## src/core/twowire_map.svh

```systemverilog
// Notes on behaviour
// - Writing the transmit byte register loads its low eight bits; write-only, resets zero.
// - Slave-stop flag sets on any STOP seen on the bus, involved or not.
// - Clock-low timeout flag sets each time the clock stays low past the timeout.
// - Bus-idle timeout flag sets each time the selected idle timeout expires.
// - Receive-underflow flag sets when the consuming read finds the receive buffer empty.
// - Transmit-overflow flag sets when a byte is written into a full transmit buffer.
// - Bus-held flag sets when the controller starts holding the bus.
// - Bus error sets its flag, aborts the transfer and recovers without software.
// - Arbitration-lost flag sets whenever arbitration to another master is lost.
// - Master-stop flag sets after a clean STOP; stays clear if arbitration lost meanwhile.
// - Not-acknowledge flag sets whenever a NACK is received.
// - Acknowledge flag sets whenever an ACK is received.
// - Receive-valid flag follows receive buffer holding data; cleared by the consuming read.
// - Transmit-level flag high while the buffer is empty; one after reset.
// - Transfer-complete flag sets when shift register empties with no byte buffered.
// - Address flag sets when own or general call address is accepted.
// - Repeated-start flag sets whenever a repeated START is detected.
`ifndef TWOWIRE_MAP_SVH
`define TWOWIRE_MAP_SVH

// Register byte offsets
`define RX_CONSUME_OFS 12'h01C
`define RX_PEEK_OFS    12'h020
`define TX_BYTE_OFS    12'h024
`define FLAGS_OFS      12'h028
`define FLAG_CLR_OFS   12'h030
`define FLAG_MASK_OFS  12'h034
`define CTRL_OFS       12'h038

// Flag bit positions
`define F_START   0
`define F_REPEATED_START_FLAG  1
`define F_ADDR    2
`define F_TXC     3
`define F_TXLVL   4
`define F_RXV     5
`define F_ACK     6
`define F_NACK    7
`define F_MASTER_STOP_FLAG   8
`define F_ARB     9
`define F_BUS_ERROR_FLAG  10
`define F_HOLD    11
`define F_TRANSMIT_OVERFLOW_FLAG    12
`define F_RECEIVE_UNDERFLOW_FLAG    13
`define F_BUS_IDLE_TIMEOUT    14
`define F_CLOCK_LOW_TIMEOUT    15
`define F_SLAVE_STOP_FLAG   16

// Reset values
`define TX_BYTE_RST   8'h00
`define STICKY_RST    17'h00000
`define FLAG_MASK_RST 17'h00000
`define CTRL_RST      4'h0

// Control fields: two-bit timeout selects
`define CTRL_CLOCK_LOW_TIMEOUT_LSB 0
`define CTRL_BUS_IDLE_TIMEOUT_LSB 2

// Timeout choices, least times rounded up to whole cycles
`define CLK_PERIOD_PS 5000
`define TO_SHORT_NS   1000
`define TO_MID_NS     5000
`define TO_LONG_NS    20000
`define TO_SHORT_CYC  ((`TO_SHORT_NS * 1000 + `CLK_PERIOD_PS - 1) / `CLK_PERIOD_PS)
`define TO_MID_CYC    ((`TO_MID_NS * 1000 + `CLK_PERIOD_PS - 1) / `CLK_PERIOD_PS)
`define TO_LONG_CYC   ((`TO_LONG_NS * 1000 + `CLK_PERIOD_PS - 1) / `CLK_PERIOD_PS)

`endif

```

## src/core/twowire_types_pkg.sv

```systemverilog
package twowire_types_pkg;

    // Register port request, one cycle per access
    typedef struct packed {
        logic [11:0] addr;
        logic [31:0] wdata;
        logic        wr;
        logic        rd;
    } reg_req_t;

    // Event pulses and levels from the protocol engine
    typedef struct packed {
        logic       start_sent;
        logic       repeated_start_flag_seen;
        logic       addr_match;
        logic       shift_empty;
        logic       ack_rx;
        logic       nack_rx;
        logic       stop_active;
        logic       stop_sent;
        logic       arb_lost;
        logic       bus_err;
        logic       hold_begin;
        logic       stop_seen;
        logic       scl_low;
        logic       bus_idle;
        logic       rx_push;
        logic [7:0] rx_byte;
    } bus_event_t;

    typedef logic [16:0] flag_vec_t;

endpackage

```

## src/core/level_timeout.sv

```systemverilog
`timescale 1ns/1ps
`include "twowire_map.svh"

module level_timeout (
    input  wire logic       clock,
    input  wire logic       sys_rst,
    input  wire logic [1:0] sel,
    input  wire logic       cond,
    output logic            expired
);
    logic [11:0] count_r;
    logic        fired_r;
    logic [11:0] limit;

    // Select code to cycle count; zero switches the timeout off
    function automatic logic [11:0] limit_of(input logic [1:0] s);
        unique case (s)
            2'h0: limit_of = 12'h000;
            2'h1: limit_of = 12'(`TO_SHORT_CYC);
            2'h2: limit_of = 12'(`TO_MID_CYC);
            2'h3: limit_of = 12'(`TO_LONG_CYC);
        endcase
    endfunction

    assign limit = limit_of(sel);

    // Counts while the level holds; fires once, rearms when it drops
    always_ff @(posedge clock)
    begin
        if (sys_rst || !cond || limit == 12'h000)
        begin
            count_r <= 12'h000;
            fired_r <= 1'b0;
            expired <= 1'b0;
        end
        else
        begin
            expired <= !fired_r && (count_r == limit - 12'h001);
            fired_r <= fired_r || (count_r == limit - 12'h001);
            count_r <= fired_r ? count_r : count_r + 12'h001;
        end
    end
endmodule

```

## src/core/twowire_event_flags_tx_buffer.sv

```systemverilog
// The address-and-strobe port was chosen for this implementation.
`timescale 1ns/1ps
`include "twowire_map.svh"

module twowire_event_flags_tx_buffer (
    input  wire logic                          clock,
    input  wire logic                          sys_rst,
    input  wire twowire_types_pkg::reg_req_t   reg_req,
    output logic [31:0]                        rdata,
    input  wire twowire_types_pkg::bus_event_t bus_ev,
    input  wire logic                          tx_take,
    output logic                               tx_valid,
    output logic [7:0]                         tx_data,
    output logic                               rx_space,
    output logic                               abort,
    output logic                               irq
);
    import twowire_types_pkg::*;

    flag_vec_t   sticky_r;
    flag_vec_t   sticky_nxt;
    flag_vec_t   mask_r;
    flag_vec_t   ev_set;
    flag_vec_t   clr_bits;
    flag_vec_t   flag_view;
    logic [3:0]  ctrl_r;
    logic        tx_full_r;
    logic        rx_full_r;
    logic [7:0]  rx_byte_r;
    logic        stop_arb_r;
    logic        clock_low_timeout_hit;
    logic        bus_idle_timeout_hit;
    logic [31:0] rd_mux;

    // Address decode of the register port
    function automatic logic hit(input reg_req_t q, input logic [11:0] ofs);
        hit = (q.addr == ofs);
    endfunction

    wire wr_tx    = reg_req.wr && hit(reg_req, `TX_BYTE_OFS);
    wire wr_clr   = reg_req.wr && hit(reg_req, `FLAG_CLR_OFS);
    wire wr_mask  = reg_req.wr && hit(reg_req, `FLAG_MASK_OFS);
    wire wr_ctrl  = reg_req.wr && hit(reg_req, `CTRL_OFS);
    wire rd_cons  = reg_req.rd && hit(reg_req, `RX_CONSUME_OFS);
    wire tx_load  = wr_tx && !tx_full_r;
    wire tx_over  = wr_tx && tx_full_r;
    wire tx_drain = tx_take && tx_full_r;
    wire rx_under = rd_cons && !rx_full_r;

    // Timeout watchdogs on clock-low and bus-idle levels
    level_timeout u_clock_low_timeout (
        .clock   (clock),
        .sys_rst (sys_rst),
        .sel     (ctrl_r[`CTRL_CLOCK_LOW_TIMEOUT_LSB +: 2]),
        .cond    (bus_ev.scl_low),
        .expired (clock_low_timeout_hit)
    );

    level_timeout u_bus_idle_timeout (
        .clock   (clock),
        .sys_rst (sys_rst),
        .sel     (ctrl_r[`CTRL_BUS_IDLE_TIMEOUT_LSB +: 2]),
        .cond    (bus_ev.bus_idle),
        .expired (bus_idle_timeout_hit)
    );

    // A stop that lost arbitration must not count as a clean master stop
    wire master_stop_flag_ok = bus_ev.stop_sent && !bus_ev.arb_lost && !stop_arb_r;

    // Event sources of the sticky flags; bits 4 and 5 are levels
    always_comb
    begin
        ev_set              = '0;
        ev_set[`F_START]    = bus_ev.start_sent;
        ev_set[`F_REPEATED_START_FLAG]   = bus_ev.repeated_start_flag_seen;
        ev_set[`F_ADDR]     = bus_ev.addr_match;
        ev_set[`F_TXC]      = bus_ev.shift_empty && !tx_full_r;
        ev_set[`F_ACK]      = bus_ev.ack_rx;
        ev_set[`F_NACK]     = bus_ev.nack_rx;
        ev_set[`F_MASTER_STOP_FLAG]    = master_stop_flag_ok;
        ev_set[`F_ARB]      = bus_ev.arb_lost;
        ev_set[`F_BUS_ERROR_FLAG]   = bus_ev.bus_err;
        ev_set[`F_HOLD]     = bus_ev.hold_begin;
        ev_set[`F_TRANSMIT_OVERFLOW_FLAG]     = tx_over;
        ev_set[`F_RECEIVE_UNDERFLOW_FLAG]     = rx_under;
        ev_set[`F_BUS_IDLE_TIMEOUT]     = bus_idle_timeout_hit;
        ev_set[`F_CLOCK_LOW_TIMEOUT]     = clock_low_timeout_hit;
        ev_set[`F_SLAVE_STOP_FLAG]    = bus_ev.stop_seen;
    end

    // Write-one-to-clear; a same-cycle event wins over the clear
    assign clr_bits   = wr_clr ? reg_req.wdata[16:0] : '0;
    assign sticky_nxt = (sticky_r & ~clr_bits) | ev_set;

    // Level flags are live views of the two buffers
    always_comb
    begin
        flag_view          = sticky_r;
        flag_view[`F_RXV]  = rx_full_r;
        flag_view[`F_TXLVL] = !tx_full_r;
    end

    // Sticky flags, mask and control
    always_ff @(posedge clock)
    begin
        if (sys_rst)
        begin
            sticky_r <= `STICKY_RST;
            mask_r   <= `FLAG_MASK_RST;
            ctrl_r   <= `CTRL_RST;
        end
        else
        begin
            sticky_r <= sticky_nxt & ~17'h00030;
            if (wr_mask)
                mask_r <= reg_req.wdata[16:0] & ~17'h00030;
            if (wr_ctrl)
                ctrl_r <= reg_req.wdata[3:0];
        end
    end

    // One-entry transmit buffer; a write into a full buffer is dropped
    always_ff @(posedge clock)
    begin
        if (sys_rst)
        begin
            tx_full_r <= 1'b0;
            tx_data   <= `TX_BYTE_RST;
        end
        else
        begin
            if (tx_load)
                tx_data <= reg_req.wdata[7:0];
            if (tx_load)
                tx_full_r <= 1'b1;
            else if (tx_drain)
                tx_full_r <= 1'b0;
        end
    end

    assign tx_valid = tx_full_r;

    // One-entry receive buffer; a push beside a consuming read wins
    always_ff @(posedge clock)
    begin
        if (sys_rst)
        begin
            rx_full_r <= 1'b0;
            rx_byte_r <= 8'h00;
            rx_space  <= 1'b1;
        end
        else
        begin
            if (bus_ev.rx_push && !rx_full_r)
                rx_byte_r <= bus_ev.rx_byte;
            if (bus_ev.rx_push)
            begin
                rx_full_r <= 1'b1;
                rx_space  <= 1'b0;
            end
            else if (rd_cons)
            begin
                rx_full_r <= 1'b0;
                rx_space  <= 1'b1;
            end
        end
    end

    // Arbitration lost during our stop; cleared when the stop ends
    always_ff @(posedge clock)
    begin
        if (sys_rst)
            stop_arb_r <= 1'b0;
        else if (bus_ev.stop_sent || !bus_ev.stop_active)
            stop_arb_r <= 1'b0;
        else if (bus_ev.arb_lost)
            stop_arb_r <= 1'b1;
    end

    // Read data mux; write-only and unmapped words read zero
    always_comb
    begin
        rd_mux = 32'h0000_0000;
        if (hit(reg_req, `RX_CONSUME_OFS) || hit(reg_req, `RX_PEEK_OFS))
            rd_mux[7:0] = rx_byte_r;
        else if (hit(reg_req, `FLAGS_OFS))
            rd_mux[16:0] = flag_view;
        else if (hit(reg_req, `FLAG_MASK_OFS))
            rd_mux[16:0] = mask_r;
        else if (hit(reg_req, `CTRL_OFS))
            rd_mux[3:0] = ctrl_r;
    end

    // Read answer stands one cycle only; abort and interrupt from flops
    always_ff @(posedge clock)
    begin
        if (sys_rst)
        begin
            rdata <= 32'h0000_0000;
            abort <= 1'b0;
            irq   <= 1'b0;
        end
        else
        begin
            rdata <= reg_req.rd ? rd_mux : 32'h0000_0000;
            abort <= bus_ev.bus_err;
            irq   <= |(flag_view & mask_r);
        end
    end

    wire no_clr_of_all = !wr_clr;

    // Interrupt level tracks unmasked flags one register stage later
    wire irq_want = |(flag_view & mask_r);
endmodule

```

## config.mk

```make
export PLATFORM = sky130hd
export DESIGN_NAME = twowire_event_flags_tx_buffer
export DESIGN_NICKNAME = d
export VERILOG_FILES = /design/src/core/twowire_types_pkg.sv /design/src/core/level_timeout.sv /design/src/core/twowire_event_flags_tx_buffer.sv
export VERILOG_INCLUDE_DIRS = /design/src /design/src/core
export SDC_FILE = /design/constraint.sdc
export NUM_CORES = 1
export LEC_CHECK = 0
export ABC_AREA = 1
export BUFFER_PORTS_ARGS = -buffer_cell sky130_fd_sc_hd__buf_2
export CAP_MARGIN = 20
export CORE_MARGIN = 1.5
export CORE_UTILIZATION = 57
export CTS_CLUSTER_SIZE = 16
export DETAILED_ROUTE_END_ITERATION = 10
export MAX_ROUTING_LAYER = met4
export PLACE_DENSITY = 0.85
export SYNTH_ARGS = -nofsm -noshare
export SYNTH_HDL_FRONTEND = slang
export SYNTH_SLANG_ARGS = --single-unit
```

## constraint.sdc

```tcl
create_clock -name clock -period 2.63 [get_ports clock]
set_clock_uncertainty 0.1 [all_clocks]
set_input_delay 0.1315 -clock clock [delete_from_list [all_inputs] [get_ports clock]]
set_output_delay 0.1315 -clock clock [all_outputs]
set_load 0.005 [all_outputs]
```

==> impl_metrics.tcl <==
set metrics [dict create \
    setup_viol 0 \
    fmax_ghz 0.547 \
    power_density_nw_per_um2 472 \
    area_delta_synth_final_pct 21.4 \
    synth_area_leader_cell "dfxtp_1" \
    dp_hpwl_um 8080 \
    regToRegStartpoint "u_bus_idle_timeout.count_r[1]$_SDFFE_PP0N_" \
    coreArea_um2 7850 \
    synth_xor_area_frac 0.00372 \
    timing.final.crit_share 0.695 \
    clk_pin_slew_worst_paths_ns 0.10 \
    num-nets-final 866 \
    synthTopCellsByCount "inv_1, dfxtp_1, nand2_1" \
    max_cap_viol_count 0 \
    rsz0062_at_grt "no" \
    final_util 0.729 \
    cts_tree "built" \
    synth-main-ff-cell "dfxtp_1" \
    crit_chain "ha_1 > inv_1 > nor3_1 > nand2_1 > nor2_1 > nand4_1 > a21oi_1" \
    ys_seq_area_frac 0.429 \
    placementRows 32 \
    finalCriticalPeriod_ns 1.83 \
    synth_top_family_by_area "simple AND/OR/NAND/NOR gates" \
    clock_latency_ns 0.37 \
    reg2reg_to "u_bus_idle_timeout.count_r[10]$_SDFFE_PP0N_" \
    power_w 0.00270 \
    critPathCaptureType "register" \
    cts_buffers 9 \
    synth_mux_area_frac 0 \
    first_global_vias 4391 \
    gr-usage-met2 0.475 \
    reg2reg_depth 7 \
    detail-route-antenna-nets 0 \
    drtPass1Iterations 5 \
    synth_fa_ha_area_frac 0.0212 \
    grt_pass1_wl_um 19200 \
    finalMaxSlewViolations 0 \
    synth_area_um2 4710 \
    antenna_found_initial 0 \
    drive_gt1_frac 0.154 \
    grt_max_degree 27 \
    finalWirelength_um 11700 \
    cts_max_level 3 \
    yosys_warnings 0 \
    worst_pin_slew_ns 0.718 \
    die-area_um2 8820 \
    insertedDiodeCount 0 \
    finalSetupTns_ns 0 \
    met3_usage 0.0623 \
    max-slew-margin-rel 0.520 \
    num_vias 4687 \
    cp-start-kind "register" \
    finalHoldViolations 0 \
    synthArstFlopShare 0 \
    gr-max-usage-layer "met2" \
    min_to "rx_full_r$_SDFFE_PP0P_" \
    yosys.cell_types.count 36 \
    synth_cells 664 \
    r2r_slack_ns 0.80 \
    gr-total-overflow 0 \
    die_h_um 93.9 \
    crit_type "register to register" \
    fillers 640 \
    numClockSinks 101 \
    synth_edf_count 0 \
    ctsResizeCount 0 \
    critical_path.max_fanout 6 \
    crit_required_ns 2.83 \
    grt_usage 0.283 \
    worst_ep_arrival_time_ns 2.02 \
    cpPeakStageDelay_ns 0.37 \
    status "finished, final reports clean" \
    post-cts-setup-buffers 0 \
    min_from "reg_req[0]" \
    postCtsHoldBufs 39 \
    ir_drop_mv 0.295 \
    final_area_um2 5720 \
    whs_path_depth 4 \
    grtUsageMet1 0.338 \
    holdCritPathClass "input pin to register" \
    synth_area_leaders "dfxtp_1, inv_1, o21ai_0" \
    drc_errors 0 \
    cp_slowest_cell "dfxtp_1" \
    placedInstanceArea_um2 5150 \
    io_pins 116 \
    synth_top_area_share 0.429 \
    avgViaCountPerCell 5.25 \
    yosys.area_share.simple 0.235 \
    synth_most_common_cell "inv_1" \
    ys_ff_latch 101 \
    die_w_um 93.9 \
    gp_congestion 0.899 \
    numPortBuffers 85 \
    syn_area_per_cell_um2 7.09 \
    p_leak_nw 2.44 \
    clk_path_buf_depth 2 \
    synth_compound_area_frac 0.185 \
    start_util 0.600 \
    cts_root_buffer "clkbuf_8" \
    drtIter0Drc 379 \
    wl_per_cell_um 13.1 \
]
-- flip-flops by register name (all words and copies together), names as in the netlist, 4 cells and up --
signal	flops
rdata	17
mask_r	15
sticky_r	15
u_bus_idle_timeout.count_r	12
u_clock_low_timeout.count_r	12
rx_byte_r	8
tx_data	8
ctrl_r	4
-- cells by family (layout without fill, tap and decap cells) --
logic type	Yosys count	count (layout)
AND/OR/NAND/NOR	247	247
AO/OA/AOI/OAI	169	169
buffers and inverters	136	249
flip-flops	101	101
adder cells (fa/ha/maj)	8	8
XOR/XNOR	2	2
other	1	15
-- critical path: cells and delay by family (launching register included) --
kind | cells | cell delay, ns
adders and majority gates | 1 | 0.23
AOI/OAI and AO/OA | 1 | 0.15
and+or+nand+nor | 4 | 0.84
DFF | 1 | 0.37
buffers and inverters | 1 | 0.07
-- per-layer routing --
| layer | up-vias | part of all wire |
|---|---|---|
| met5 | - | 0 |
| met4 | 0 | 0.017 |
| met3 | 27 | 0.066 |
| met2 | 187 | 0.48 |
| met1 | 2106 | 0.44 |
| li1 | 2367 | - |
-- how the worst max path moves through the flow --
| stage | start | to | slack [ns] | cells past startpoint |
|---|---|---|---|---|
| after floorplan | u_clock_low_timeout.count_r[0]$_SDFFE_PP0N_ | u_clock_low_timeout.count_r[10]$_SDFFE_PP0N_ | 1.14 | 8 |
| after global placement | reg_req[36] | rdata[7]$_SDFF_PP0_ | 0.71 | 8 |
| after detailed placement | reg_req[36] | rdata[7]$_SDFF_PP0_ | 0.61 | 9 |
| after CTS | u_bus_idle_timeout.count_r[1]$_SDFFE_PP0N_ | u_bus_idle_timeout.count_r[10]$_SDFFE_PP0N_ | 0.81 | 7 |
| after global routing | u_bus_idle_timeout.count_r[1]$_SDFFE_PP0N_ | u_bus_idle_timeout.count_r[10]$_SDFFE_PP0N_ | 0.62 | 7 |
| final | u_bus_idle_timeout.count_r[1]$_SDFFE_PP0N_ | u_bus_idle_timeout.count_r[10]$_SDFFE_PP0N_ | 0.80 | 7 |
-- cell usage in the layout (no fill, tap or decap), drive strengths merged, types with 2 or more instances in the layout --
| cell | count |
|---|---|
| dfxtp | 101 |
| a21oi | 75 |
| o211ai | 2 |
| o21ai | 90 |
| nor4 | 3 |
| dlygate4sd3 | 39 |
| buf | 89 |
| nor2 | 78 |
| clkinv | 4 |
| ha | 8 |
| nand3 | 38 |
| inv | 107 |
| conb | 15 |
| or2 | 5 |
| nand2 | 96 |
| xor2 | 2 |
| clkbuf | 9 |
| nor3 | 14 |
| nand4 | 11 |
-- cell type report --
type / instances / area, um2 / share of cell area
well taps: 102 / 128 / 0.0223
multi-input cells: 441 / 2150 / 0.376
inverters: 105 / 394 / 0.0689
flip-flops and latches: 101 / 2020 / 0.353
clock buffers: 9 / 124 / 0.0217
repair buffers: 128 / 846 / 0.148
clock inverters: 7 / 57.6 / 0.0101
-- per-stage QoR --
step	worst slack, ns	hold slack [ns]	cells
after floorplan	1.14	0.109	678
after global placement	0.707	0.209	838
after detailed placement	0.614	0.220	838
after CTS	0.815	0.0270	893
after global routing	0.624	0.0385	893
final	0.801	0.0452	893
-- power by group --
part / switching (W) / internal, W
clock: 0.000570 / 0.000359
sequential: 0.0000157 / 0.00155
combinational: 0.000103 / 0.0000974
total: 0.000689 / 0.00201
No activity file was read; power rests on OpenSTA's default activity.
